==> config.mk <==
export PLATFORM = sky130hd
export DESIGN_NAME = asc_ctrl
export DESIGN_NICKNAME = d
export VERILOG_FILES = /design/src/asc_ctrl.v
export VERILOG_INCLUDE_DIRS = /design/src
export SDC_FILE = /design/constraint.sdc
export NUM_CORES = 1
export LEC_CHECK = 0
export ABC_AREA = 1
export ABC_CLOCK_PERIOD_IN_PS = 2300
export BUFFER_PORTS_ARGS = -buffer_cell sky130_fd_sc_hd__buf_2
export CORE_UTILIZATION = 27
export DETAILED_ROUTE_END_ITERATION = 10
export PLACE_DENSITY = 0.44
export RECOVER_POWER = 25
export SLEW_MARGIN = 20
export SYNTH_ARGS = -nofsm -noshare
export SYNTH_HDL_FRONTEND = slang
export SYNTH_SLANG_ARGS = --single-unit
==> constraint.sdc <==
create_clock -name clk_sys -period 2.3 [get_ports clk_sys]
set_input_delay 0.115 -clock clk_sys [delete_from_list [all_inputs] [get_ports clk_sys]]
set_output_delay 0.115 -clock clk_sys [all_outputs]
set_load 0.05 [all_outputs]
==> src/asc_map.vh <==
// constants, field positions and delays for the adc setup/scan decoder
`ifndef ASC_MAP_VH
`define ASC_MAP_VH
`define ASC_SETUP_RESET 6'h28
`define ASC_CLK_HI 5
`define ASC_CLK_LO 4
`define ASC_REF_HI 3
`define ASC_REF_LO 2
`define ASC_DIFF_HI 1
`define ASC_DIFF_LO 0
`define ASC_CH_HI 5
`define ASC_CH_LO 3
`define ASC_SCAN_HI 2
`define ASC_SCAN_LO 1
`define ASC_TEMP_BIT 0
`define ASC_DLY_FORCED 9'd188
`define ASC_DLY_WAKE 9'd218
`define ASC_DLY_TEMP 9'd244
`define ASC_CONV_CYC 5'd16
`define ASC_TOP_CH 3'h7
`endif

==> src/asc_ctrl.v <==
// setup and scan command decoder with reference power and scan sequencing
`timescale 1ns/100ps
`include "asc_map.vh"
module asc_ctrl (
    input wire clk_sys,
    input wire rst_b,
    input wire sclk,
    input wire cs_b,
    input wire din,
    input wire conversion_start_pin,
    input wire int_osc_tick,
    input wire force_bandgap_on,
    input wire dac_ref_load,
    input wire [1:0] avg_count_sel,
    input wire four_input_part,
    output reg [1:0] clock_mode_q,
    output reg [1:0] reference_mode_q,
    output reg [7:0] unipolar_q,
    output reg [7:0] bipolar_q,
    output reg ref_power_q,
    output reg start_is_analog_input_seven_q,
    output reg reference_two_pin_is_input_q,
    output reg scan_busy_q,
    output reg conv_strobe_q,
    output reg conv_is_temp_q,
    output reg [2:0] conv_channel_q
);
    localparam ST_IDLE = 4'b0001;
    localparam ST_WAIT = 4'b0010;
    localparam ST_CONV = 4'b0100;
    localparam ST_NEXT = 4'b1000;

    // two-flop synchronisers for pins from outside this clock
    reg [1:0] sclk_s_q;
    reg [1:0] cs_s_q;
    reg [1:0] din_s_q;
    reg [1:0] cnv_s_q;
    reg sclk_d1_q;
    reg cnv_d1_q;
    reg [7:0] shift_q;
    reg [2:0] bit_cnt_q;
    reg data_pending_q;
    reg data_to_bip_q;
    reg [2:0] channel_q;
    reg [1:0] scan_mode_q;
    reg temp_req_q;
    reg [3:0] state_q;
    reg [8:0] delay_q;
    reg [4:0] conv_cnt_q;
    reg [3:0] repeat_q;
    reg temp_pending_q;
    reg ref_hold_q;

    // reset image of the setup byte: clock 10, reference 10, selector 00
    localparam [5:0] SETUP_RST = `ASC_SETUP_RESET;

    function [2:0] cmd_channel;
        input [7:0] cmd;
        begin
            cmd_channel = cmd[`ASC_CH_HI:`ASC_CH_LO];
        end
    endfunction

    function [1:0] cmd_scan_mode;
        input [7:0] cmd;
        begin
            cmd_scan_mode = cmd[`ASC_SCAN_HI:`ASC_SCAN_LO];
        end
    endfunction

    // highest channel that exists on this part
    function [2:0] top_channel;
        input four;
        begin
            top_channel = four ? 3'h3 : `ASC_TOP_CH;
        end
    endfunction

    // clock mode 11 counts serial clock edges, the others the oscillator
    function conv_tick;
        input [1:0] mode;
        input ser;
        input osc;
        begin
            if (mode == 2'b11)
                conv_tick = ser;
            else
                conv_tick = osc;
        end
    endfunction

    // settling wait before the first conversion of a scan
    function [8:0] start_wait;
        input temp;
        input forced;
        input need;
        input held;
        begin
            if (temp && forced)
                start_wait = `ASC_DLY_FORCED;
            else if (temp)
                start_wait = `ASC_DLY_TEMP;
            else if (need && !forced && !held)
                start_wait = `ASC_DLY_WAKE;
            else
                start_wait = 9'd0;
        end
    endfunction

    // true when the conversion just finished closes the scan
    function last_of_scan;
        input [1:0] mode;
        input [2:0] cur;
        input [2:0] sel;
        input [2:0] top;
        input [3:0] left;
        begin
            case (mode)
                2'b00: last_of_scan = (cur == sel);
                2'b01: last_of_scan = (cur >= top);
                2'b10: last_of_scan = (left == 4'h0);
                default: last_of_scan = 1'b1;
            endcase
        end
    endfunction

    wire sclk_rise = sclk_s_q[1] & ~sclk_d1_q;
    wire cnv_fall = ~cnv_s_q[1] & cnv_d1_q;
    wire cs_act = ~cs_s_q[1];
    wire [7:0] byte_in = {shift_q[6:0], din_s_q[1]};
    wire byte_done = cs_act & sclk_rise & (bit_cnt_q == 3'h7);
    wire is_scan = byte_done & ~data_pending_q & byte_in[7];
    wire is_setup = byte_done & ~data_pending_q & ~byte_in[7]
        & byte_in[6];
    wire tick = conv_tick(clock_mode_q, sclk_rise, int_osc_tick);
    // forced-on condition of the reference
    wire ref_forced = force_bandgap_on |
        ((reference_mode_q == 2'b00) & dac_ref_load);
    wire auto_start = (clock_mode_q[1] == 1'b1);
    wire [2:0] top_ch = top_channel(four_input_part);

    function [3:0] avg_results;
        input [1:0] sel;
        begin
            case (sel)
                2'b00: avg_results = 4'h3;
                2'b01: avg_results = 4'h7;
                2'b10: avg_results = 4'hb;
                default: avg_results = 4'hf;
            endcase
        end
    endfunction

    always @(posedge clk_sys or negedge rst_b) begin
        if (!rst_b) begin
            sclk_s_q <= 2'h0;
            cs_s_q <= 2'h3;
            din_s_q <= 2'h0;
            cnv_s_q <= 2'h3;
            sclk_d1_q <= 1'b0;
            cnv_d1_q <= 1'b1;
        end else begin
            sclk_s_q <= {sclk_s_q[0], sclk};
            cs_s_q <= {cs_s_q[0], cs_b};
            din_s_q <= {din_s_q[0], din};
            cnv_s_q <= {cnv_s_q[0], conversion_start_pin};
            sclk_d1_q <= sclk_s_q[1];
            cnv_d1_q <= cnv_s_q[1];
        end
    end

    // serial byte assembly and command decode
    always @(posedge clk_sys or negedge rst_b) begin
        if (!rst_b) begin
            shift_q <= 8'h00;
            bit_cnt_q <= 3'h0;
            data_pending_q <= 1'b0;
            data_to_bip_q <= 1'b0;
            clock_mode_q <= SETUP_RST[`ASC_CLK_HI:`ASC_CLK_LO];
            reference_mode_q <=
                SETUP_RST[`ASC_REF_HI:`ASC_REF_LO];
            unipolar_q <= 8'h00;
            bipolar_q <= 8'h00;
            channel_q <= 3'h0;
            scan_mode_q <= 2'b11;
            temp_req_q <= 1'b0;
        end else if (!cs_act) begin
            bit_cnt_q <= 3'h0;
            data_pending_q <= 1'b0;
        end else if (sclk_rise) begin
            shift_q <= byte_in;
            bit_cnt_q <= bit_cnt_q + 3'h1;
            if (byte_done) begin
                if (data_pending_q) begin
                    data_pending_q <= 1'b0;
                    if (data_to_bip_q)
                        bipolar_q <= byte_in;
                    else
                        unipolar_q <= byte_in;
                end else if (is_scan) begin
                    // bit 6 is not looked at
                    channel_q <= cmd_channel(byte_in);
                    scan_mode_q <= cmd_scan_mode(byte_in);
                    temp_req_q <= byte_in[`ASC_TEMP_BIT];
                end else if (is_setup) begin
                    clock_mode_q <= byte_in[`ASC_CLK_HI:`ASC_CLK_LO];
                    reference_mode_q <=
                        byte_in[`ASC_REF_HI:`ASC_REF_LO];
                    // only 1x selectors expect a data byte
                    data_pending_q <= byte_in[`ASC_DIFF_HI];
                    data_to_bip_q <= byte_in[`ASC_DIFF_LO];
                end
            end
        end
    end

    wire scan_go = (state_q == ST_IDLE) &
        ((auto_start & is_scan) | (~auto_start & cnv_fall));
    wire scan_temp = auto_start ? byte_in[`ASC_TEMP_BIT] : temp_req_q;
    // ordinary channels need the internal reference only in modes 00/10
    wire ref_needed = scan_temp |
        ~reference_mode_q[0];
    wire [8:0] start_delay =
        start_wait(scan_temp, ref_forced, ref_needed, ref_hold_q);
    wire [1:0] go_mode = auto_start ? cmd_scan_mode(byte_in) : scan_mode_q;
    wire [2:0] go_ch = auto_start ? cmd_channel(byte_in) : channel_q;
    wire last_conv = ~temp_pending_q & last_of_scan(scan_mode_q,
        conv_channel_q, channel_q, top_ch, repeat_q);

    // scan sequencer; a scan latched on its own start uses fresh fields
    always @(posedge clk_sys or negedge rst_b) begin
        if (!rst_b) begin
            state_q <= ST_IDLE;
            delay_q <= 9'd0;
            conv_cnt_q <= 5'd0;
            repeat_q <= 4'h0;
            temp_pending_q <= 1'b0;
            ref_hold_q <= 1'b0;
            scan_busy_q <= 1'b0;
            conv_strobe_q <= 1'b0;
            conv_is_temp_q <= 1'b0;
            conv_channel_q <= 3'h0;
        end else begin
            conv_strobe_q <= 1'b0;
            case (state_q)
                ST_IDLE: begin
                    if (scan_go) begin
                        state_q <= ST_WAIT;
                        scan_busy_q <= 1'b1;
                        delay_q <= start_delay;
                        ref_hold_q <= ref_needed;
                        temp_pending_q <= scan_temp;
                        repeat_q <= avg_results(avg_count_sel);
                        conv_channel_q <= (go_mode == 2'b00) ? 3'h0
                                                             : go_ch;
                    end else if (!ref_forced) begin
                        ref_hold_q <= 1'b0;
                    end
                end
                ST_WAIT: begin
                    if (delay_q == 9'd0) begin
                        state_q <= ST_CONV;
                        conv_cnt_q <= `ASC_CONV_CYC;
                        conv_strobe_q <= 1'b1;
                        conv_is_temp_q <= temp_pending_q;
                    end else if (tick) begin
                        delay_q <= delay_q - 9'd1;
                    end
                end
                ST_CONV: begin
                    if (conv_cnt_q == 5'd0)
                        state_q <= ST_NEXT;
                    else if (tick)
                        conv_cnt_q <= conv_cnt_q - 5'd1;
                end
                ST_NEXT: begin
                    if (last_conv) begin
                        state_q <= ST_IDLE;
                        scan_busy_q <= 1'b0;
                        conv_is_temp_q <= 1'b0;
                    end else begin
                        state_q <= ST_CONV;
                        conv_cnt_q <= `ASC_CONV_CYC;
                        conv_strobe_q <= 1'b1;
                        conv_is_temp_q <= 1'b0;
                        if (temp_pending_q)
                            temp_pending_q <= 1'b0;
                        else if (scan_mode_q == 2'b10)
                            repeat_q <= repeat_q - 4'h1;
                        else
                            conv_channel_q <= conv_channel_q + 3'h1;
                    end
                end
                default: state_q <= ST_IDLE;
            endcase
        end
    end

    // reference power and pin role outputs
    always @(posedge clk_sys or negedge rst_b) begin
        if (!rst_b) begin
            ref_power_q <= 1'b0;
            start_is_analog_input_seven_q <= 1'b1;
            reference_two_pin_is_input_q <= 1'b1;
        end else begin
            ref_power_q <= ref_forced | (scan_busy_q & ref_hold_q);
            start_is_analog_input_seven_q <= clock_mode_q[1];
            reference_two_pin_is_input_q <= ~reference_mode_q[0];
        end
    end
endmodule

Word level (Yosys, flattened, before mapping)
Index checks and enable logic that the tools add are counted.

Register bits: 81. Input port bits: 12. Output and inout bits: 29. Logic and storage cells: 177.

Add/sub/neg operators: 5. Order comparisons: 1. Equality and inequality tests: 24. Multiplexer cells: 56. Bitwise logic cells: 28. Reduce and logical (&&, ||, !) cells: 33.

Operators by type and width (number): $mux W3 (10); $reduce_and A5 Y1 (6); $mux W4 (7); $mux W9 (3); $mux W8 (3); $ne A2 B2 Y1 const B (12); $mux W5 (4); $pmux W9 S2 (1); $mux W1 (17); $pmux W4 S4 (1); $pmux W5 S3 (1); $and A1 B1 Y1 (14); $pmux W4 S3 (1); $not A1 Y1 (10); $reduce_bool A2 Y1 (5); $logic_not A9 Y1 (1); $reduce_and A3 Y1 (3); $sub A9 B1 Y9 const B (1); $logic_not A2 Y1 (4); $pmux W1 S2 (4); $pmux W4 S2 (1); $reduce_and A2 Y1 (4); $add A3 B1 Y3 const B (2); $eq A2 B2 Y1 const B (3); other kinds (22) (29).

Depth between registers and ports, before layout
Depth after elaboration: 13. Depth in mapped cells: 12. Depth with buffers taken out: 11.

Least setup slack after synthesis
OpenSTA, ideal clock, no wires.

Kind: reg-to-reg. Start point: register conv_channel_q[2]. End point: register conv_channel_q[0]. Setup time: 120 ps. Arrival: 1699 ps. Data required time: 2180 ps. Setup slack: 482 ps. Cell stages (with the launch flop): 10. Path buffers: 1. Clock period less this slack: 1818 ps. Cells stage by stage: dfrtp_1 -> ha_1 -> nand3_1 -> nand3b_1 -> nand2_1 -> nand3_1 -> nand3_2 -> buf_4 -> nand3_1 -> nand2_1.

Cells in the longest elaborated chain, start to end: 5. Elaborated cells between the ends (all ways): 6. Those cells by class: order compare (1); eq/ne (2); mux (1); bitwise (1); reduce/logical (1).

RTL lines: from (decl) (line asc_ctrl.v:26) `output reg [2:0] conv_channel_q`; from (signal assigned) (line asc_ctrl.v:254) `conv_channel_q <= (go_mode == 2'b00) ? 3'h0`; from (signal assigned) (line asc_ctrl.v:291) `conv_channel_q <= conv_channel_q + 3'h1;`; $ge A3 B3 Y1 / $eq A3 B3 Y1 (equally long branches) (line asc_ctrl.v:120, asc_ctrl.v:119); $pmux W1 S3 (*) (line asc_ctrl.v:118) `case (mode)`; $and A1 B1 Y1 (*) (line asc_ctrl.v:227) `wire last_conv = ~temp_pending_q & last_of_scan(scan_mode_q,`; $ne A2 B2 Y1 (no source line) (*); $reduce_and A5 Y1 (no source line) (*).

Mark *: on every way between the ends. The rest lies on a longest branch, timed or not. A chain may end at the register's enable or synchronous reset.

Final worst setup path
Start point: register conv_channel_q[2]. End point: register conv_cnt_q[0].

Cells in the longest elaborated chain, start to end: 5. Elaborated cells between the ends (all ways): 6. Those cells by class: order compare (1); eq/ne (2); mux (1); bitwise (1); reduce/logical (1).

RTL lines: $ge A3 B3 Y1 / $eq A3 B3 Y1 (equally long branches) (line asc_ctrl.v:120, asc_ctrl.v:119); $pmux W1 S3 (*) (line asc_ctrl.v:118); $and A1 B1 Y1 (*) (line asc_ctrl.v:227); $ne A2 B2 Y1 (no source line) (*); $reduce_and A5 Y1 (no source line) (*); to (signal assigned) (line asc_ctrl.v:263) `` conv_cnt_q <= `ASC_CONV_CYC; ``; to (signal assigned) (line asc_ctrl.v:274) `conv_cnt_q <= conv_cnt_q - 5'd1;`; to (signal assigned) (line asc_ctrl.v:283) `` conv_cnt_q <= `ASC_CONV_CYC; ``; to (decl) (line asc_ctrl.v:49) `reg [4:0] conv_cnt_q;`.

Marked as above.

==> results.toml <==
[run_status]
status = "finished, final reports clean"

[clock_tree]
clk_pin_slew_worst_paths_ns = 0.06
cts.repair.resized = 0
htree_levels = 3
cts-root-buf = "clkbuf_16"
clk_latency_ns = 0.34
clock-sinks = 81
numCtsBuffers = 9
cts_buffer_depth = 2
cts_setup_buffers = 0
postCtsHoldBufs = 5
tritoncts = "built"

[worst_hold_path]
hold_class = "primary input to register"

[synth]
synth_edf_count = 0
synth.distinct_cells = 35
ys.flop_type = "dfrtp_1"
synth_common_cells = "120 x nand2_1, 69 x dfrtp_1, 45 x inv_1"
yosysWarnings = 0
syn-num-nets = 469
seq_area_frac_synth_pct = 51.0
syn-instance-count = 448
yosysTopAreaCellShare_pct = 43.1
synthTopCellsByArea = "dfrtp_1 43%, nand2_1 11%, dfstp_2 7.9%"
async_flop_share_pct = 100
synth_seq_cells = 81
synth.avg_cell_area_um2 = 8.94
syn-cell-area_um2 = 4010
synth_most_common_cell = "nand2_1"
synth_area_leader_cell = "dfrtp_1"

[setup_path]
critPathMaxFanout = 15
cp.required_ns = 2.58
cp-start-kind = "register"
end_kind = "register"
cp.arrival_ns = 2.10
critical_path_class = "register to register"

[pwr]
clkPwrFrac_pct = 30.8
p_leak_nw = 2.33
comb_power_share_pct = 28.0
cellPowerDensity_nw_per_um2 = 914
seqPwrFrac_pct = 41.1
netSwitchingFraction_pct = 36.1
switching_power_mw = 1.56
p_int_mw = 2.75
irDropWorstVdd_uv = 362

[sta]
rsz0062_at_grt = "false"
holdWs_ns = 0.172
slew_headroom_pct = 36.4
finalClockSkew_ns = 0.00746
hold_viol = 0
maxSlewViolCount = 0
worstMarginPinSlew_ns = 0.954
setup_tns_ns = 0
worst_slack_ns = 0.479
period_minus_slack_ns = 1.82
timing.final.crit_share_pct = 79.2
finalSetupViolCount = 0
max_freq_ghz = 0.549

[die]
io-pin-count = 41
core_area_um2 = 14500
dieArea_um2 = 15300
fp-row-count = 44
die_w_um = 124
fp.dieH_um = 124
initial_utilization_pct = 27.7

[placed_design]
routabilityCongestion = 0.783
placed_cells = 666
hpwlAfterDp_mm = 6.24
port_buffers = 40
pre_cts_ws_ns = 0.458

[grt]
overflow = 0
grt_pass1_wl_mm = 14.9
gr-usage-met3_pct = 4.62
grt_use_total_pct = 13.1
busiest_layer = "met2"
met2_usage_pct = 20.7
use_met1_pct = 16.5
grt_pass1_vias = 2911
grt_max_degree = 47
antenna_found_initial = 0

[layout]
drive_gt1_share_pct = 25.4
syn2layout_area_growth_pct = 17.7
nets = 519
n_antenna_cell = 0
stdcell_count = 687
fin_util_pct = 32.6

[detailed_routing]
drtIter0Drc = 176
postRouteAntennaNets = 0
avgRoutedWirePerCell_um = 12.8
drc = 0
wl_mm = 8.80
firstDrtPassIters = 4
vias = 2988
vias_per_cell = 4.35

[run]
maxCapViolations = 0
==> sequential cells by signal, indices dropped and copies added (netlist names), 3 cells and up <==
name            flops
conv_channel_q      3
channel_q           3
repeat_q            4
bipolar_q           8
shift_q             7
conv_cnt_q          5
unipolar_q          8
state_q             4
bit_cnt_q           3
delay_q             9
==> power by group through the flow <==
| stage | Clock, mW | Sequential (mW) | Combinational (mW) |
|---|---|---|---|
| 2_1_floorplan | 0 | 1.84 | 0.892 |
| 3_3_place_gp | 0 | 1.80 | 1.20 |
| 3_5_place_dp | 0 | 1.79 | 1.22 |
| 4_1_cts | 1.38 | 1.77 | 1.23 |
| 5_1_grt | 1.44 | 1.80 | 1.38 |
| 6_report | 1.33 | 1.77 | 1.21 |
==> worst paths after layout <==
path	depth (start not counted)	slack [ns]	start	to
setup reg to reg	9	0.48	conv_channel_q[2]	conv_cnt_q[0]
max in group asynchronous	3	1.02	rst_b	clock_mode_q[1]
hold reg to reg	0	0.34	din_s_q[0]	din_s_q[1]
min in group asynchronous	2	0.45	rst_b	repeat_q[1]
hold / removal	5	0.17	avg_count_sel[0]	repeat_q[2]
setup / recovery	9	0.48	conv_channel_q[2]	conv_cnt_q[0]
==> worst max-delay path, cell delays in order, from the launching register on <==
cell      delay [ns]
dfrtp_1         0.45
ha_1            0.32
nand3_1         0.06
nand3b_1        0.09
nand2_1         0.05
nand3_1         0.12
nand3_2         0.27
nand2_1         0.27
nand2_1         0.07
nand2_1         0.06
==> final cells by class <==
cell class / count / area [um^2]
inverters: 52 / 195
multi-input cells: 305 / 1690
well taps: 184 / 230
clock buffers: 9 / 225
repair buffers: 49 / 293
flip-flops and latches: 81 / 2040
fillers: 1517 / 9760
clock inverters: 7 / 46.3
==> layout by cell type, fill, tap and decap left out, types with 4 or more instances in the layout <==
master / synthesis / layout
o21ai_2: 19 / 19
nand3_2: 4 / 4
nor2_2: 5 / 5
clkbuf_16: 0 / 9
a21oi_1: 8 / 8
nor2_1: 21 / 21
inv_1: 45 / 45
dfstp_2: 12 / 11
xor2_1: 6 / 6
dfrtp_1: 69 / 69
nand2_4: 5 / 5
ha_1: 9 / 9
nand2_2: 9 / 9
o21ai_0: 25 / 25
o21ai_1: 16 / 16
nand3_1: 34 / 34
nand2_1: 120 / 120
dlygate4sd3_1: 0 / 5
nand3b_1: 4 / 4
buf_2: 3 / 39
inv_2: 7 / 7
==> logic make-up (layout without fill, tap and decap cells) <==
kind of cell / after synthesis / count (layout) / share of synthesized area [%]
AND/OR/NAND/NOR: 211 / 211 / 25.3
adder cells (fa/ha/maj): 9 / 9 / 2.81
AO/OA/AOI/OAI: 76 / 76 / 12.0
XOR/XNOR: 9 / 9 / 1.97
buffers and inverters: 62 / 117 / 6.96
flip-flops: 81 / 81 / 51.0
==> per-layer routing <==
metal,vias to the layer above,part of all wire [%]
li1,1537,-
met1,1386,48
met2,58,46
met3,7,5.4
met4,0,1.2
met5,-,0
==> metrics by stage <==
step | power [mW] | cell area, um^2
2_1_floorplan | 2.73 | 4010
3_3_place_gp | 3.00 | 4400
3_5_place_dp | 3.01 | 4400
4_1_cts | 4.38 | 4720
5_1_grt | 4.62 | 4720
6_report | 4.31 | 4720
No activity file was read; power rests on OpenSTA's default activity.
